[src/include/lds_pkg.sv]
package lds_pkg;

    // ==========================================================
    // Word layout
    localparam int CODE_W = 16;
    localparam int WORD_W = CODE_W + 1;
    localparam int WORD_ALARM_BIT = 16;
    localparam int FIFO_DEPTH = 4;

    // ==========================================================
    // Frame classification
    localparam int CNT_W = 5;
    localparam logic [CNT_W-1:0] CNT_NORMAL = 5'h10;
    localparam logic [CNT_W-1:0] CNT_SAT = 5'h11;
    localparam logic [CNT_W-1:0] CNT_RESET = 5'h00;

    // ==========================================================
    // Pin indices inside the synchroniser
    localparam int PIN_N = 3;
    localparam int PIN_DATA = 0;
    localparam int PIN_SCLK = 1;
    localparam int PIN_LATCH = 2;

    // ==========================================================
    // Output current scaling, in nanoamps
    localparam int CUR_W = 25;
    localparam logic [CUR_W-1:0] NORM_BASE_NA = 25'h03d0900;
    localparam logic [CUR_W-1:0] NORM_SPAN_NA = 25'h0f42400;
    localparam logic [CUR_W-1:0] ALRM_BASE_NA = 25'h03567e0;
    localparam logic [CUR_W-1:0] ALRM_SPAN_NA = 25'h138ce20;
    localparam logic [CODE_W-1:0] CODE_RESET = 16'h0000;

    // ==========================================================
    // Timing
    localparam int SYS_CLK_PERIOD_NS = 40;
    localparam int OUT_HOLD_NS = 200;
    localparam int OUT_HOLD_CYC_I = (OUT_HOLD_NS + SYS_CLK_PERIOD_NS - 1) / SYS_CLK_PERIOD_NS;
    localparam int HOLD_W = 4;
    localparam logic [HOLD_W-1:0] OUT_HOLD_CYC = HOLD_W'(OUT_HOLD_CYC_I < 1 ? 1 : OUT_HOLD_CYC_I);
    localparam logic [HOLD_W-1:0] HOLD_ZERO = 4'h0;

    // ==========================================================
    // Code to loop current
    function automatic logic [CUR_W-1:0] current_na(input logic alarm, input logic [CODE_W-1:0] code);
        logic [40:0] prod;
        prod = '0;
        if (alarm) begin
            prod = 41'(ALRM_SPAN_NA) * 41'(code);
            current_na = ALRM_BASE_NA + prod[40:16];
        end else begin
            prod = 41'(NORM_SPAN_NA) * 41'(code);
            current_na = NORM_BASE_NA + prod[40:16];
        end
    endfunction

endpackage

[src/include/lds_word_if.sv]
`timescale 1ns/1ps
interface lds_word_if #(parameter int W = 17);
    logic valid;
    logic ready;
    logic [W-1:0] data;

    modport src (output valid, output data, input ready);
    modport snk (input valid, input data, output ready);
endinterface

[src/core/lds_top.sv]
`timescale 1ns/1ps
module lds_top (
    // Clock and reset
    input wire logic sys_clk_i,
    input wire logic reset_i,
    // Serial load pins from the host
    input wire logic ser_data_i,
    input wire logic ser_clk_i,
    input wire logic latch_i,
    // Output register
    output logic [15:0] dac_code_o,
    output logic alarm_mode_o,
    output logic [24:0] current_na_o,
    output logic out_update_o,
    // Frame status pulses
    output logic short_frame_o,
    output logic overrun_o
);

    typedef enum logic {
        LDS_IDLE = 1'b0,
        LDS_HOLD = 1'b1
    } lds_out_e;

    typedef struct packed {
        logic [lds_pkg::CODE_W-1:0] shift;
        logic [lds_pkg::CNT_W-1:0] cnt;
        logic push;
        logic [lds_pkg::WORD_W-1:0] push_word;
        lds_out_e state;
        logic [lds_pkg::HOLD_W-1:0] hold;
        logic [lds_pkg::CODE_W-1:0] code;
        logic alarm;
        logic [lds_pkg::CUR_W-1:0] cur;
        logic upd;
        logic short_f;
        logic ovr;
    } lds_top_s;

    lds_top_s st_r;
    lds_top_s st_nxt;

    logic [lds_pkg::PIN_N-1:0] pin_lvl;
    logic [lds_pkg::PIN_N-1:0] pin_rise;
    logic data_lvl;
    logic sclk_rise;
    logic latch_rise;
    logic pop;

    lds_word_if #(.W(lds_pkg::WORD_W)) wr_if ();
    lds_word_if #(.W(lds_pkg::WORD_W)) rd_if ();

    // ==========================================================
    // Pin synchronisers
    // The host pins are the whole interface; no handshake back.
    lds_pin_sync #(
        .N(lds_pkg::PIN_N)
    ) u_sync (
        .sys_clk_i(sys_clk_i),
        .reset_i(reset_i),
        .pin_i({latch_i, ser_clk_i, ser_data_i}),
        .lvl_o(pin_lvl),
        .rise_o(pin_rise)
    );

    // Data and clock share the same sync delay, so data is seen as it stood at the edge
    assign data_lvl = pin_lvl[lds_pkg::PIN_DATA];
    assign sclk_rise = pin_rise[lds_pkg::PIN_SCLK];
    assign latch_rise = pin_rise[lds_pkg::PIN_LATCH];

    // ==========================================================
    // Latched word queue
    lds_fifo #(
        .W(lds_pkg::WORD_W),
        .D(lds_pkg::FIFO_DEPTH)
    ) u_fifo (
        .sys_clk_i(sys_clk_i),
        .reset_i(reset_i),
        .wr(wr_if.snk),
        .rd(rd_if.src)
    );

    assign wr_if.valid = st_r.push;
    assign wr_if.data = st_r.push_word;
    // Drain stalls while the output is settling, so the queue can really fill
    assign rd_if.ready = (st_r.state == LDS_IDLE);
    assign pop = rd_if.valid & rd_if.ready;

    // ==========================================================
    // Next state
    always_comb begin
        st_nxt = st_r;
        st_nxt.push = 1'b0;
        st_nxt.upd = 1'b0;
        st_nxt.short_f = 1'b0;
        st_nxt.ovr = 1'b0;

        // Shift path; the word is always the last sixteen bits seen
        if (sclk_rise) begin
            st_nxt.shift = {st_r.shift[lds_pkg::CODE_W-2:0], data_lvl};
        end

        // Edge counter, saturating so long frames stay alarm frames
        if (latch_rise) begin
            st_nxt.cnt = sclk_rise ? lds_pkg::CNT_W'(1) : lds_pkg::CNT_RESET;
        end else if (sclk_rise && st_r.cnt != lds_pkg::CNT_SAT) begin
            st_nxt.cnt = st_r.cnt + lds_pkg::CNT_W'(1);
        end

        // Classify at latch
        if (latch_rise) begin
            if (st_r.cnt < lds_pkg::CNT_NORMAL) begin
                st_nxt.short_f = 1'b1;
            end else if (!wr_if.ready) begin
                // Queue full: the word is lost and flagged rather than stalling the host
                st_nxt.ovr = 1'b1;
            end else begin
                st_nxt.push = 1'b1;
                st_nxt.push_word = {(st_r.cnt > lds_pkg::CNT_NORMAL), st_r.shift};
            end
        end

        // Output register update
        unique case (st_r.state)
            LDS_IDLE: begin
                if (pop) begin
                    st_nxt.code = rd_if.data[lds_pkg::CODE_W-1:0];
                    st_nxt.alarm = rd_if.data[lds_pkg::WORD_ALARM_BIT];
                    st_nxt.cur = lds_pkg::current_na(rd_if.data[lds_pkg::WORD_ALARM_BIT],
                                                     rd_if.data[lds_pkg::CODE_W-1:0]);
                    st_nxt.upd = 1'b1;
                    st_nxt.hold = lds_pkg::OUT_HOLD_CYC - lds_pkg::HOLD_W'(1);
                    st_nxt.state = LDS_HOLD;
                end
            end
            LDS_HOLD: begin
                if (st_r.hold == lds_pkg::HOLD_ZERO) begin
                    st_nxt.state = LDS_IDLE;
                end else begin
                    st_nxt.hold = st_r.hold - lds_pkg::HOLD_W'(1);
                end
            end
        endcase
    end

    // Output register only moves on a queued latch.
    always_ff @(posedge sys_clk_i) begin
        if (reset_i) begin
            st_r <= '{shift: '0, cnt: '0, push: 1'b0, push_word: '0, state: LDS_IDLE,
                      hold: '0, code: lds_pkg::CODE_RESET, alarm: 1'b0,
                      cur: lds_pkg::NORM_BASE_NA, upd: 1'b0, short_f: 1'b0, ovr: 1'b0};
        end else begin
            st_r <= st_nxt;
        end
    end

    assign dac_code_o = st_r.code;
    assign alarm_mode_o = st_r.alarm;
    assign current_na_o = st_r.cur;
    assign out_update_o = st_r.upd;
    assign short_frame_o = st_r.short_f;
    assign overrun_o = st_r.ovr;

    // ==========================================================
    // Checks
    property p_shift_msb_first;
        @(posedge sys_clk_i) disable iff (reset_i)
        sclk_rise |=> (st_r.shift[0] == $past(data_lvl)) && (st_r.shift[15:1] == $past(st_r.shift[14:0]));
    endproperty
    a_shift_msb_first: assert property (p_shift_msb_first) else $error("shift not MSB first");

    property p_count_restart;
        @(posedge sys_clk_i) disable iff (reset_i)
        latch_rise && !sclk_rise |=> st_r.cnt == 5'h00;
    endproperty
    a_count_restart: assert property (p_count_restart) else $error("count not restarted");

    property p_normal_push;
        @(posedge sys_clk_i) disable iff (reset_i)
        latch_rise && st_r.cnt == 5'h10 && wr_if.ready |=> st_r.push && !st_r.push_word[16];
    endproperty
    a_normal_push: assert property (p_normal_push) else $error("normal word not queued");

    property p_alarm_push;
        @(posedge sys_clk_i) disable iff (reset_i)
        latch_rise && st_r.cnt > 5'h10 && wr_if.ready |=> st_r.push && st_r.push_word[16];
    endproperty
    a_alarm_push: assert property (p_alarm_push) else $error("alarm word not queued");

    property p_short_drop;
        @(posedge sys_clk_i) disable iff (reset_i)
        latch_rise && st_r.cnt < 5'h10 |=> !st_r.push && short_frame_o;
    endproperty
    a_short_drop: assert property (p_short_drop) else $error("short frame not dropped");

    property p_pop_update;
        @(posedge sys_clk_i) disable iff (reset_i)
        pop |=> out_update_o && dac_code_o == $past(rd_if.data[15:0]) ##1 !out_update_o;
    endproperty
    a_pop_update: assert property (p_pop_update) else $error("output not updated from queue");

    property p_hold_out;
        @(posedge sys_clk_i) disable iff (reset_i)
        !pop |=> $stable(dac_code_o) && $stable(current_na_o);
    endproperty
    a_hold_out: assert property (p_hold_out) else $error("output moved without latch");

    property p_normal_current;
        @(posedge sys_clk_i) disable iff (reset_i)
        out_update_o && !alarm_mode_o |-> current_na_o >= 25'h03d0900 && current_na_o < 25'h1312d00;
    endproperty
    a_normal_current: assert property (p_normal_current) else $error("normal current out of span");

    property p_alarm_current;
        @(posedge sys_clk_i) disable iff (reset_i)
        out_update_o && alarm_mode_o |-> current_na_o == lds_pkg::current_na(1'b1, dac_code_o)
            && current_na_o >= lds_pkg::ALRM_BASE_NA && current_na_o < 25'h16e3600;
    endproperty
    a_alarm_current: assert property (p_alarm_current) else $error("alarm current out of span");

    // ==========================================================
    // Counter, queue and pacing checks
    property p_count_sat;
        @(posedge sys_clk_i) disable iff (reset_i)
        sclk_rise && !latch_rise && st_r.cnt == lds_pkg::CNT_SAT |=> st_r.cnt == lds_pkg::CNT_SAT;
    endproperty
    a_count_sat: assert property (p_count_sat) else $error("edge count left saturation");

    property p_count_step;
        @(posedge sys_clk_i) disable iff (reset_i)
        sclk_rise && !latch_rise && st_r.cnt < lds_pkg::CNT_SAT |=> st_r.cnt == $past(st_r.cnt) + lds_pkg::CNT_W'(1);
    endproperty
    a_count_step: assert property (p_count_step) else $error("edge count did not step");

    property p_count_idle;
        @(posedge sys_clk_i) disable iff (reset_i)
        !sclk_rise && !latch_rise |=> $stable(st_r.cnt);
    endproperty
    a_count_idle: assert property (p_count_idle) else $error("edge count moved without edge");

    property p_shift_idle;
        @(posedge sys_clk_i) disable iff (reset_i)
        !sclk_rise |=> $stable(st_r.shift);
    endproperty
    a_shift_idle: assert property (p_shift_idle) else $error("shift moved without clock rise");

    property p_push_or_drop;
        @(posedge sys_clk_i) disable iff (reset_i)
        latch_rise && st_r.cnt >= lds_pkg::CNT_NORMAL |=> (overrun_o != st_r.push) && (overrun_o == !$past(wr_if.ready));
    endproperty
    a_push_or_drop: assert property (p_push_or_drop) else $error("full frame neither queued nor flagged");

    property p_push_word;
        @(posedge sys_clk_i) disable iff (reset_i)
        latch_rise && st_r.cnt >= lds_pkg::CNT_NORMAL && wr_if.ready |=> st_r.push_word[15:0] == $past(st_r.shift);
    endproperty
    a_push_word: assert property (p_push_word) else $error("queued word differs from shift");

    property p_push_ready;
        @(posedge sys_clk_i) disable iff (reset_i)
        st_r.push |-> wr_if.ready;
    endproperty
    a_push_ready: assert property (p_push_ready) else $error("push into full queue");

    property p_alarm_flag;
        @(posedge sys_clk_i) disable iff (reset_i)
        pop |=> alarm_mode_o == $past(rd_if.data[lds_pkg::WORD_ALARM_BIT]);
    endproperty
    a_alarm_flag: assert property (p_alarm_flag) else $error("alarm flag not taken from word");

    property p_normal_code;
        @(posedge sys_clk_i) disable iff (reset_i)
        pop && !rd_if.data[lds_pkg::WORD_ALARM_BIT] |=> current_na_o == lds_pkg::current_na(1'b0, dac_code_o);
    endproperty
    a_normal_code: assert property (p_normal_code) else $error("normal current not on span");

    property p_update_only_pop;
        @(posedge sys_clk_i) disable iff (reset_i)
        out_update_o |-> $past(pop);
    endproperty
    a_update_only_pop: assert property (p_update_only_pop) else $error("update without queued word");

    property p_hold_length;
        @(posedge sys_clk_i) disable iff (reset_i)
        pop |=> (!pop) [*5];
    endproperty
    a_hold_length: assert property (p_hold_length) else $error("output updated during hold");

    // Reset values are checked with reset itself as the trigger
    property p_reset_values;
        @(posedge sys_clk_i)
        reset_i |=> dac_code_o == lds_pkg::CODE_RESET && !alarm_mode_o && current_na_o == lds_pkg::NORM_BASE_NA;
    endproperty
    a_reset_values: assert property (p_reset_values) else $error("output not at reset value");

endmodule

[src/core/lds_pin_sync.sv]
`timescale 1ns/1ps
module lds_pin_sync #(
    parameter int N = 3
) (
    // Clock and reset
    input wire logic sys_clk_i,
    input wire logic reset_i,
    // Pins
    input wire logic [N-1:0] pin_i,
    // Synchronised view
    output logic [N-1:0] lvl_o,
    output logic [N-1:0] rise_o
);

    typedef struct packed {
        logic [N-1:0] s1;
        logic [N-1:0] s2;
        logic [N-1:0] prev;
    } lds_sync_s;

    lds_sync_s st_r;
    lds_sync_s st_nxt;

    // ==========================================================
    // Two flops, then the edge detector looks at the second only
    always_comb begin
        st_nxt = st_r;
        st_nxt.s1 = pin_i;
        st_nxt.s2 = st_r.s1;
        st_nxt.prev = st_r.s2;
    end

    always_ff @(posedge sys_clk_i) begin
        if (reset_i) begin
            st_r <= '0;
        end else begin
            st_r <= st_nxt;
        end
    end

    assign lvl_o = st_r.s2;
    assign rise_o = st_r.s2 & ~st_r.prev;

endmodule

[src/core/lds_fifo.sv]
`timescale 1ns/1ps
module lds_fifo #(
    parameter int W = 17,
    parameter int D = 4
) (
    // Clock and reset
    input wire logic sys_clk_i,
    input wire logic reset_i,
    // Fill and drain sides
    lds_word_if.snk wr,
    lds_word_if.src rd
);

    localparam int AW = (D > 1) ? $clog2(D) : 1;
    localparam int CW = $clog2(D + 1);

    typedef struct packed {
        logic [D-1:0][W-1:0] mem;
        logic [AW-1:0] wp;
        logic [AW-1:0] rp;
        logic [CW-1:0] cnt;
    } lds_fifo_s;

    lds_fifo_s st_r;
    lds_fifo_s st_nxt;
    logic push;
    logic pop;

    function automatic logic [AW-1:0] ptr_inc(input logic [AW-1:0] p);
        ptr_inc = (p == AW'(D - 1)) ? '0 : p + AW'(1);
    endfunction

    assign wr.ready = (st_r.cnt != CW'(D));
    assign rd.valid = (st_r.cnt != '0);
    assign rd.data = st_r.mem[st_r.rp];
    assign push = wr.valid & wr.ready;
    assign pop = rd.valid & rd.ready;

    always_comb begin
        st_nxt = st_r;
        if (push) begin
            st_nxt.mem[st_r.wp] = wr.data;
            st_nxt.wp = ptr_inc(st_r.wp);
        end
        if (pop) begin
            st_nxt.rp = ptr_inc(st_r.rp);
        end
        if (push && !pop) begin
            st_nxt.cnt = st_r.cnt + CW'(1);
        end else if (pop && !push) begin
            st_nxt.cnt = st_r.cnt - CW'(1);
        end
    end

    always_ff @(posedge sys_clk_i) begin
        if (reset_i) begin
            st_r <= '0;
        end else begin
            st_r <= st_nxt;
        end
    end

endmodule

[config.mk]
export PLATFORM = sky130hd
export DESIGN_NAME = lds_top
export DESIGN_NICKNAME = d
export VERILOG_FILES = /design/src/include/lds_pkg.sv /design/src/include/lds_word_if.sv /design/src/core/lds_top.sv /design/src/core/lds_pin_sync.sv /design/src/core/lds_fifo.sv
export SDC_FILE = /design/constraint.sdc
export NUM_CORES = 1
export LEC_CHECK = 0
export ABC_AREA = 1
export BUFFER_PORTS_ARGS = -buffer_cell sky130_fd_sc_hd__buf_2
export CAP_MARGIN = 25
export CELL_PAD_IN_SITES_DETAIL_PLACEMENT = 1
export CELL_PAD_IN_SITES_GLOBAL_PLACEMENT = 2
export CORE_UTILIZATION = 41
export CTS_CLUSTER_DIAMETER = 80
export DETAILED_ROUTE_END_ITERATION = 10
export PLACE_DENSITY_LB_ADDON = 0.2
export SKIP_CTS_REPAIR_TIMING = 1
export SLEW_MARGIN = 20
export SYNTH_ARGS = -nofsm -noshare
export SYNTH_HDL_FRONTEND = slang
export SYNTH_SLANG_ARGS = --single-unit
[constraint.sdc]
create_clock -name sys_clk_i -period 19.32 [get_ports sys_clk_i]
set_input_delay 0.966 -clock sys_clk_i [delete_from_list [all_inputs] [get_ports sys_clk_i]]
set_output_delay 0.966 -clock sys_clk_i [all_outputs]
set_load 0.01 [all_outputs]
After elaboration in Yosys (flattened, before gate mapping):

Index checks and enable logic that the tools add are counted.

* $add $sub $neg: 8
* eq/ne operators: 6
* mux-type cells: 20
* bitwise operators: 7
* multiply operators: 2
* magnitude comparators: 5
* reduce and logical (&&, ||, !) cells: 16

Operators by type and width (count)
* bitwise mux 68 bit: 1
* two-way mux 48 bit: 1
* multiplier 20 x 16 -> 36 bit, first input constant: 1
* binary-select mux 17 bit (select 2 bit): 1
* demux 17 bit (select 2 bit): 1
* two-way mux 17 bit: 2
* multiplier 14 x 16 -> 30 bit, first input constant: 1
* adder 22 x 24 -> 25 bit, first input constant: 1
* adder 22 x 25 -> 25 bit, first input constant: 1
* two-way mux 25 bit: 1
* two-way mux 18 bit: 1
* two-way mux 5 bit: 2
* one-hot mux 5 bit (2 select lines): 1
* < comparator 2 x 3 -> 1 bit, second input constant: 2
* two-way mux 3 bit: 2
* adder 5 x 1 -> 5 bit, second input constant: 1
* > comparator 5 bit, second input constant: 1
* < comparator 5 bit, second input constant: 1
* inequality test 5 bit, second input constant: 1
* adder 2 x 1 -> 2 bit, second input constant: 2
* == test 2 bit, second input constant: 2
* logical AND 1 bit: 4
* zero test 4 bit: 1
* two-way mux 1 bit: 4
* 19 further kinds: 28

* logic and storage cells: 86
* output and inout bits: 45
* register bits after elaboration: 173
* input bits: 5

Longest topological paths before layout:

* depth after elaboration: 7
* depth in mapped cells: 41
* gate-level depth less buffers: 40

Hierarchy:

Synthesis repeated with hierarchy kept, for this count alone.

* cells, all modules: 2784
* area total of the unflattened synthesis: 19158.4 um^2

By module, submodules not included
* lds_top: cells each 2068, times used 1, sequential area each 1781.7 um^2, area an instance 14497.7 um^2
* lds_fifo: cells each 682, times used 1, sequential area each 1501.4 um^2, area an instance 4367.9 um^2
* lds_pin_sync: cells each 34, times used 1, sequential area each 180.2 um^2, area an instance 292.8 um^2

Worst setup path before layout:

OpenSTA, ideal clock, no wires.

* kind: register to register
* from: reg u_fifo.st_r[3] (netlist name)
* to: reg st_r, in the netlist current_na_o[21]
* setup time: 115 ps
* buffers on the path: 3
* slack: 11928 ps
* clock period less this slack: 7392 ps
* required time: 19205 ps
* stages on the path, launching flop included: 35
* arrival time: 7277 ps
* path through: dfxtp_1 -> buf_6 -> clkbuf_1 -> clkbuf_1 -> a21oi_1 -> a32oi_1 -> fa_1 -> inv_1 -> fa_1 -> inv_1 -> fa_1 -> fa_1 -> fa_1 -> inv_1 -> fa_1 -> inv_1 -> ha_1 -> inv_1 -> o21ai_0 -> a21oi_1 -> nor2_1 -> nor2_1 -> inv_1 -> nor2_1 -> nand2_1 -> xor2_1 -> nand2_1 -> a21oi_1 -> nor2_1 -> nor2_1 -> nand2_1 -> nand2_1 -> nand3_1 -> nand3_1 -> nand2_1

* word-level cells in the longest chain between the ends: 5
* elaborated cells between the ends (all ways): 7
* classes of those cells: add/sub: 2; mul: 2; mux: 3

Ends and longest elaborated chain
* start, declared: line lds_fifo.sv:24 `lds_fifo_s st_r;`
* start signal, assigned: line lds_fifo.sv:59 `st_r <= st_nxt;`
* binary-select mux 17 bit (select 2 bit) *: line lds_fifo.sv:35 `assign rd.data = st_r.mem[st_r.rp];`
* two-way mux 17 bit (implied by the code) *: line lds_fifo.sv:35
* named net rd_if.data[14]: line lds_word_if.sv:5 `logic [W-1:0] data;`
* multiplier 20 x 16 -> 36 bit or multiplier 14 x 16 -> 30 bit (tied branches): line lds_pkg.sv:48, lds_pkg.sv:51
* adder 22 x 25 -> 25 bit or adder 22 x 24 -> 25 bit (tied branches): line lds_pkg.sv:49, lds_pkg.sv:52
* two-way mux 25 bit *: line lds_pkg.sv:47 `if (alarm) begin`
* end signal, assigned: line lds_top.sv:149 `st_r <= '{shift: '0, cnt: '0, push: 1'b0, push_word: '0, state: LDS_IDLE,`
* end signal, assigned: line lds_top.sv:153 `st_r <= st_nxt;`
* end, declared: line lds_top.sv:40 `lds_top_s st_r;`

The timed path passes the listed nets; every way through them passes the cells marked *. The select of a mux whose other input is x is not followed.
A chain may end at the register's enable or synchronous reset.

Final worst setup path:

* from: reg u_fifo.st_r[3] (netlist name)
* to: reg st_r, in the netlist current_na_o[14]

The elaborated chain is that of the path after synthesis.

==> results.md <==
* Run status: finished, final reports clean
* WP data arrival at 8690 ps
* Wire per inst at 20.2 um
* Largest net degree at the start of global routing at 92
* TritonCTS buffer count at 17
* Critical-path top delay cell: dfxtp_1
* First-pass DRT Iterations at 7
* Top post-synthesis cells by area: dfxtp_1 (20%), ha_1 (18%), fa_1 (15%), nand2_1 (8.7%), inv_1 (8.4%)
* IO Count at 50
* Top cell type's share of synthesized area at 0.196
* Final period utilization at 0.430
* Crit path max-delay family: adder cells
* CP Buf/Inv Count at 9
* Setup crit start kind: register
* Min cycle time layout at 8310 ps
* Post-route ant nets at 0
* Via count at 15468
* Worst slack at placement at 11060 ps
* Placed insts at 2866
* Number of H-tree levels at 4
* DIE WIDTH at 209 um
* Die area at 43600 sq um
* GRT Residual Overflow at 0
* Slew @ Worst Pin at 957 ps
* First-pass GRT wire length at 93.4 mm
* Initial DRC count at 830
* Top cell type by total area after synthesis: dfxtp_1
* IO Port Bufs at 49
* F_max at 120 MHz
* #FFs+latches synth at 172
* Final Hold Fails at 0
* Crit end category: register
* Initial Utilization at 0.417
* Mapped cell area at 17500 sq um
* Worst hold path type: register to register
* Synthesized area per cell at 7.44 sq um
* Core area at 42000 sq um
* Worst slew margin at 0.362
* Maxcap violations at 0
* Finish-stage setup viols at 0
* Syn_nets at 2742
* Final Non-Filler Cells at 2898
* Clock skew at 20.0 ps
* Ys flop type: dfxtp_1
* Total track usage at 0.279
* # diodes at 0
* Clock Path Buffers at 2
* Async set-reset flop share out of synthesis at 0
* Max-slew violation count at 0
* Dpl hpwl at 47.6 mm
* CTS tree: done
* Post-synth cell types at 52
* Nets at 2732
* Clk_lat worst skew at 460 ps
* Worst Path Max Fanout at 35
* Vias/cell at 5.34
* Clock sink count at 172
* WP data required at 19700 ps
* Number of antenna violations at the first check in global routing at 2
* Layout area overhead at 6.35%
* FP Rows at 75
* Setup_tns at 0 ps
* Hold slack at 406 ps
* Syn Inst Count at 2356
* Register area share after synthesis at 0.196
* Critical path type: register to register
* Die Y at 209 um
* Delay of the slowest critical-path stage at 670 ps
* Ratio of cells with drive above 1 in the final layout at 0.0763
* EDFF count, synth at 0
* Synthesis Warnings at 0
* Vias in the first global route at 16211
* GP Congestion at 0.904
* Fin worst setup slack at 11010 ps
* DRC Markers at 0
* Final WL at 58.6 mm
* Most numerous cell in the Yosys netlist: nand2_1
* Clock root buffer master: clkbuf_16
* RSZ-0062 raised after global routing: no
* Clk slew on worst S/H paths at 70 ps
* Commonest cells post-synth: nand2_1 (406), inv_1 (394), ha_1 (248)
[final timing paths]
check	end	from	cells after the start	slack (ps)
setup / recovery	current_na_o[14]$_SDFFE_PP0P_	u_fifo.st_r[3]$_SDFFE_PP0P_	30	11010
hold / removal	u_sync.lvl_o[0]$_SDFF_PP0_	u_sync.st_nxt[3]$_SDFF_PP0_	2	410
setup reg to reg	current_na_o[14]$_SDFFE_PP0P_	u_fifo.st_r[3]$_SDFFE_PP0P_	30	11010
hold reg to reg	u_sync.lvl_o[0]$_SDFF_PP0_	u_sync.st_nxt[3]$_SDFF_PP0_	2	410
[metal layers]
metal,up-vias,share of wire,global-route usage
met3,54,0.049,0.0473
met5,-,0.00022,0
met2,317,0.44,0.435
li1,7537,-,-
met4,2,0.018,0.0644
met1,7558,0.49,0.401
[placed cells by master (no fill, tap or decap), types with 11 or more instances in the layout]
master,synthesis,final
nand2_2,27,28
fa_1,133,133
dfxtp_1,172,172
nor2_1,216,216
buf_2,3,49
xor2_1,17,17
nand2_1,406,405
o21ai_0,142,142
clkbuf_16,0,17
nor3_1,16,16
a31oi_1,21,21
nand4_1,16,16
a21oi_1,176,176
nand3_1,153,153
inv_1,394,393
a32oi_1,11,11
buf_4,43,26
ha_1,248,248
[kinds of logic (layout without fill, tap and decap cells)]
| kind of cell | Yosys count | count (layout) | share of synthesized area |
|---|---|---|---|
| flip-flops | 172 | 172 | 0.196 |
| XOR/XNOR | 25 | 25 | 0.0151 |
| AO/OA/AOI/OAI | 397 | 397 | 0.124 |
| AND/OR/NAND/NOR | 875 | 875 | 0.216 |
| adder cells (fa/ha/maj) | 381 | 381 | 0.329 |
| buffers and inverters | 506 | 509 | 0.119 |
[layout make-up]
| class | count | area (sq um) |
|---|---|---|
| Inverter | 402 | 1510 |
| Multi-Input combinational cell | 1678 | 12000 |
| Clock inverter | 13 | 109 |
| Fill cell | 5298 | 23400 |
| Sequential cell | 172 | 3440 |
| Tap cell | 539 | 674 |
| Timing Repair Buffer | 75 | 440 |
| Clock buffer | 19 | 453 |
[stage by stage]
| step | utilization | instance area [sq um] |
|---|---|---|
| 5_1_grt | 0.444 | 18600 |
| 2_1_floorplan | - | 17500 |
| 3_5_place_dp | 0.430 | 18100 |
| 4_1_cts | 0.444 | 18600 |
| 3_3_place_gp | 0.430 | 18100 |
| 6_report | 0.444 | 18600 |
[worst min-delay path, stage by stage, from the launching register on]
cell,delay [ps]
dfxtp_1,300
inv_1,40
nor2_1,30
[state kept, by name, summed over array words and instances (netlist names)]
register / cells
st_r: 26
dac_code_o: 16
out_update_o: 1
wr_if.data: 17
alarm_mode_o: 1
current_na_o: 25
u_sync.st_r: 2
wr_if.valid: 1
u_sync.st_nxt: 3
u_fifo.st_r: 75
u_sync.lvl_o: 3
short_frame_o: 1
overrun_o: 1
Power is not shown: default switching activity piles up to over one toggle a cycle in this logic, so the estimate is an artifact.
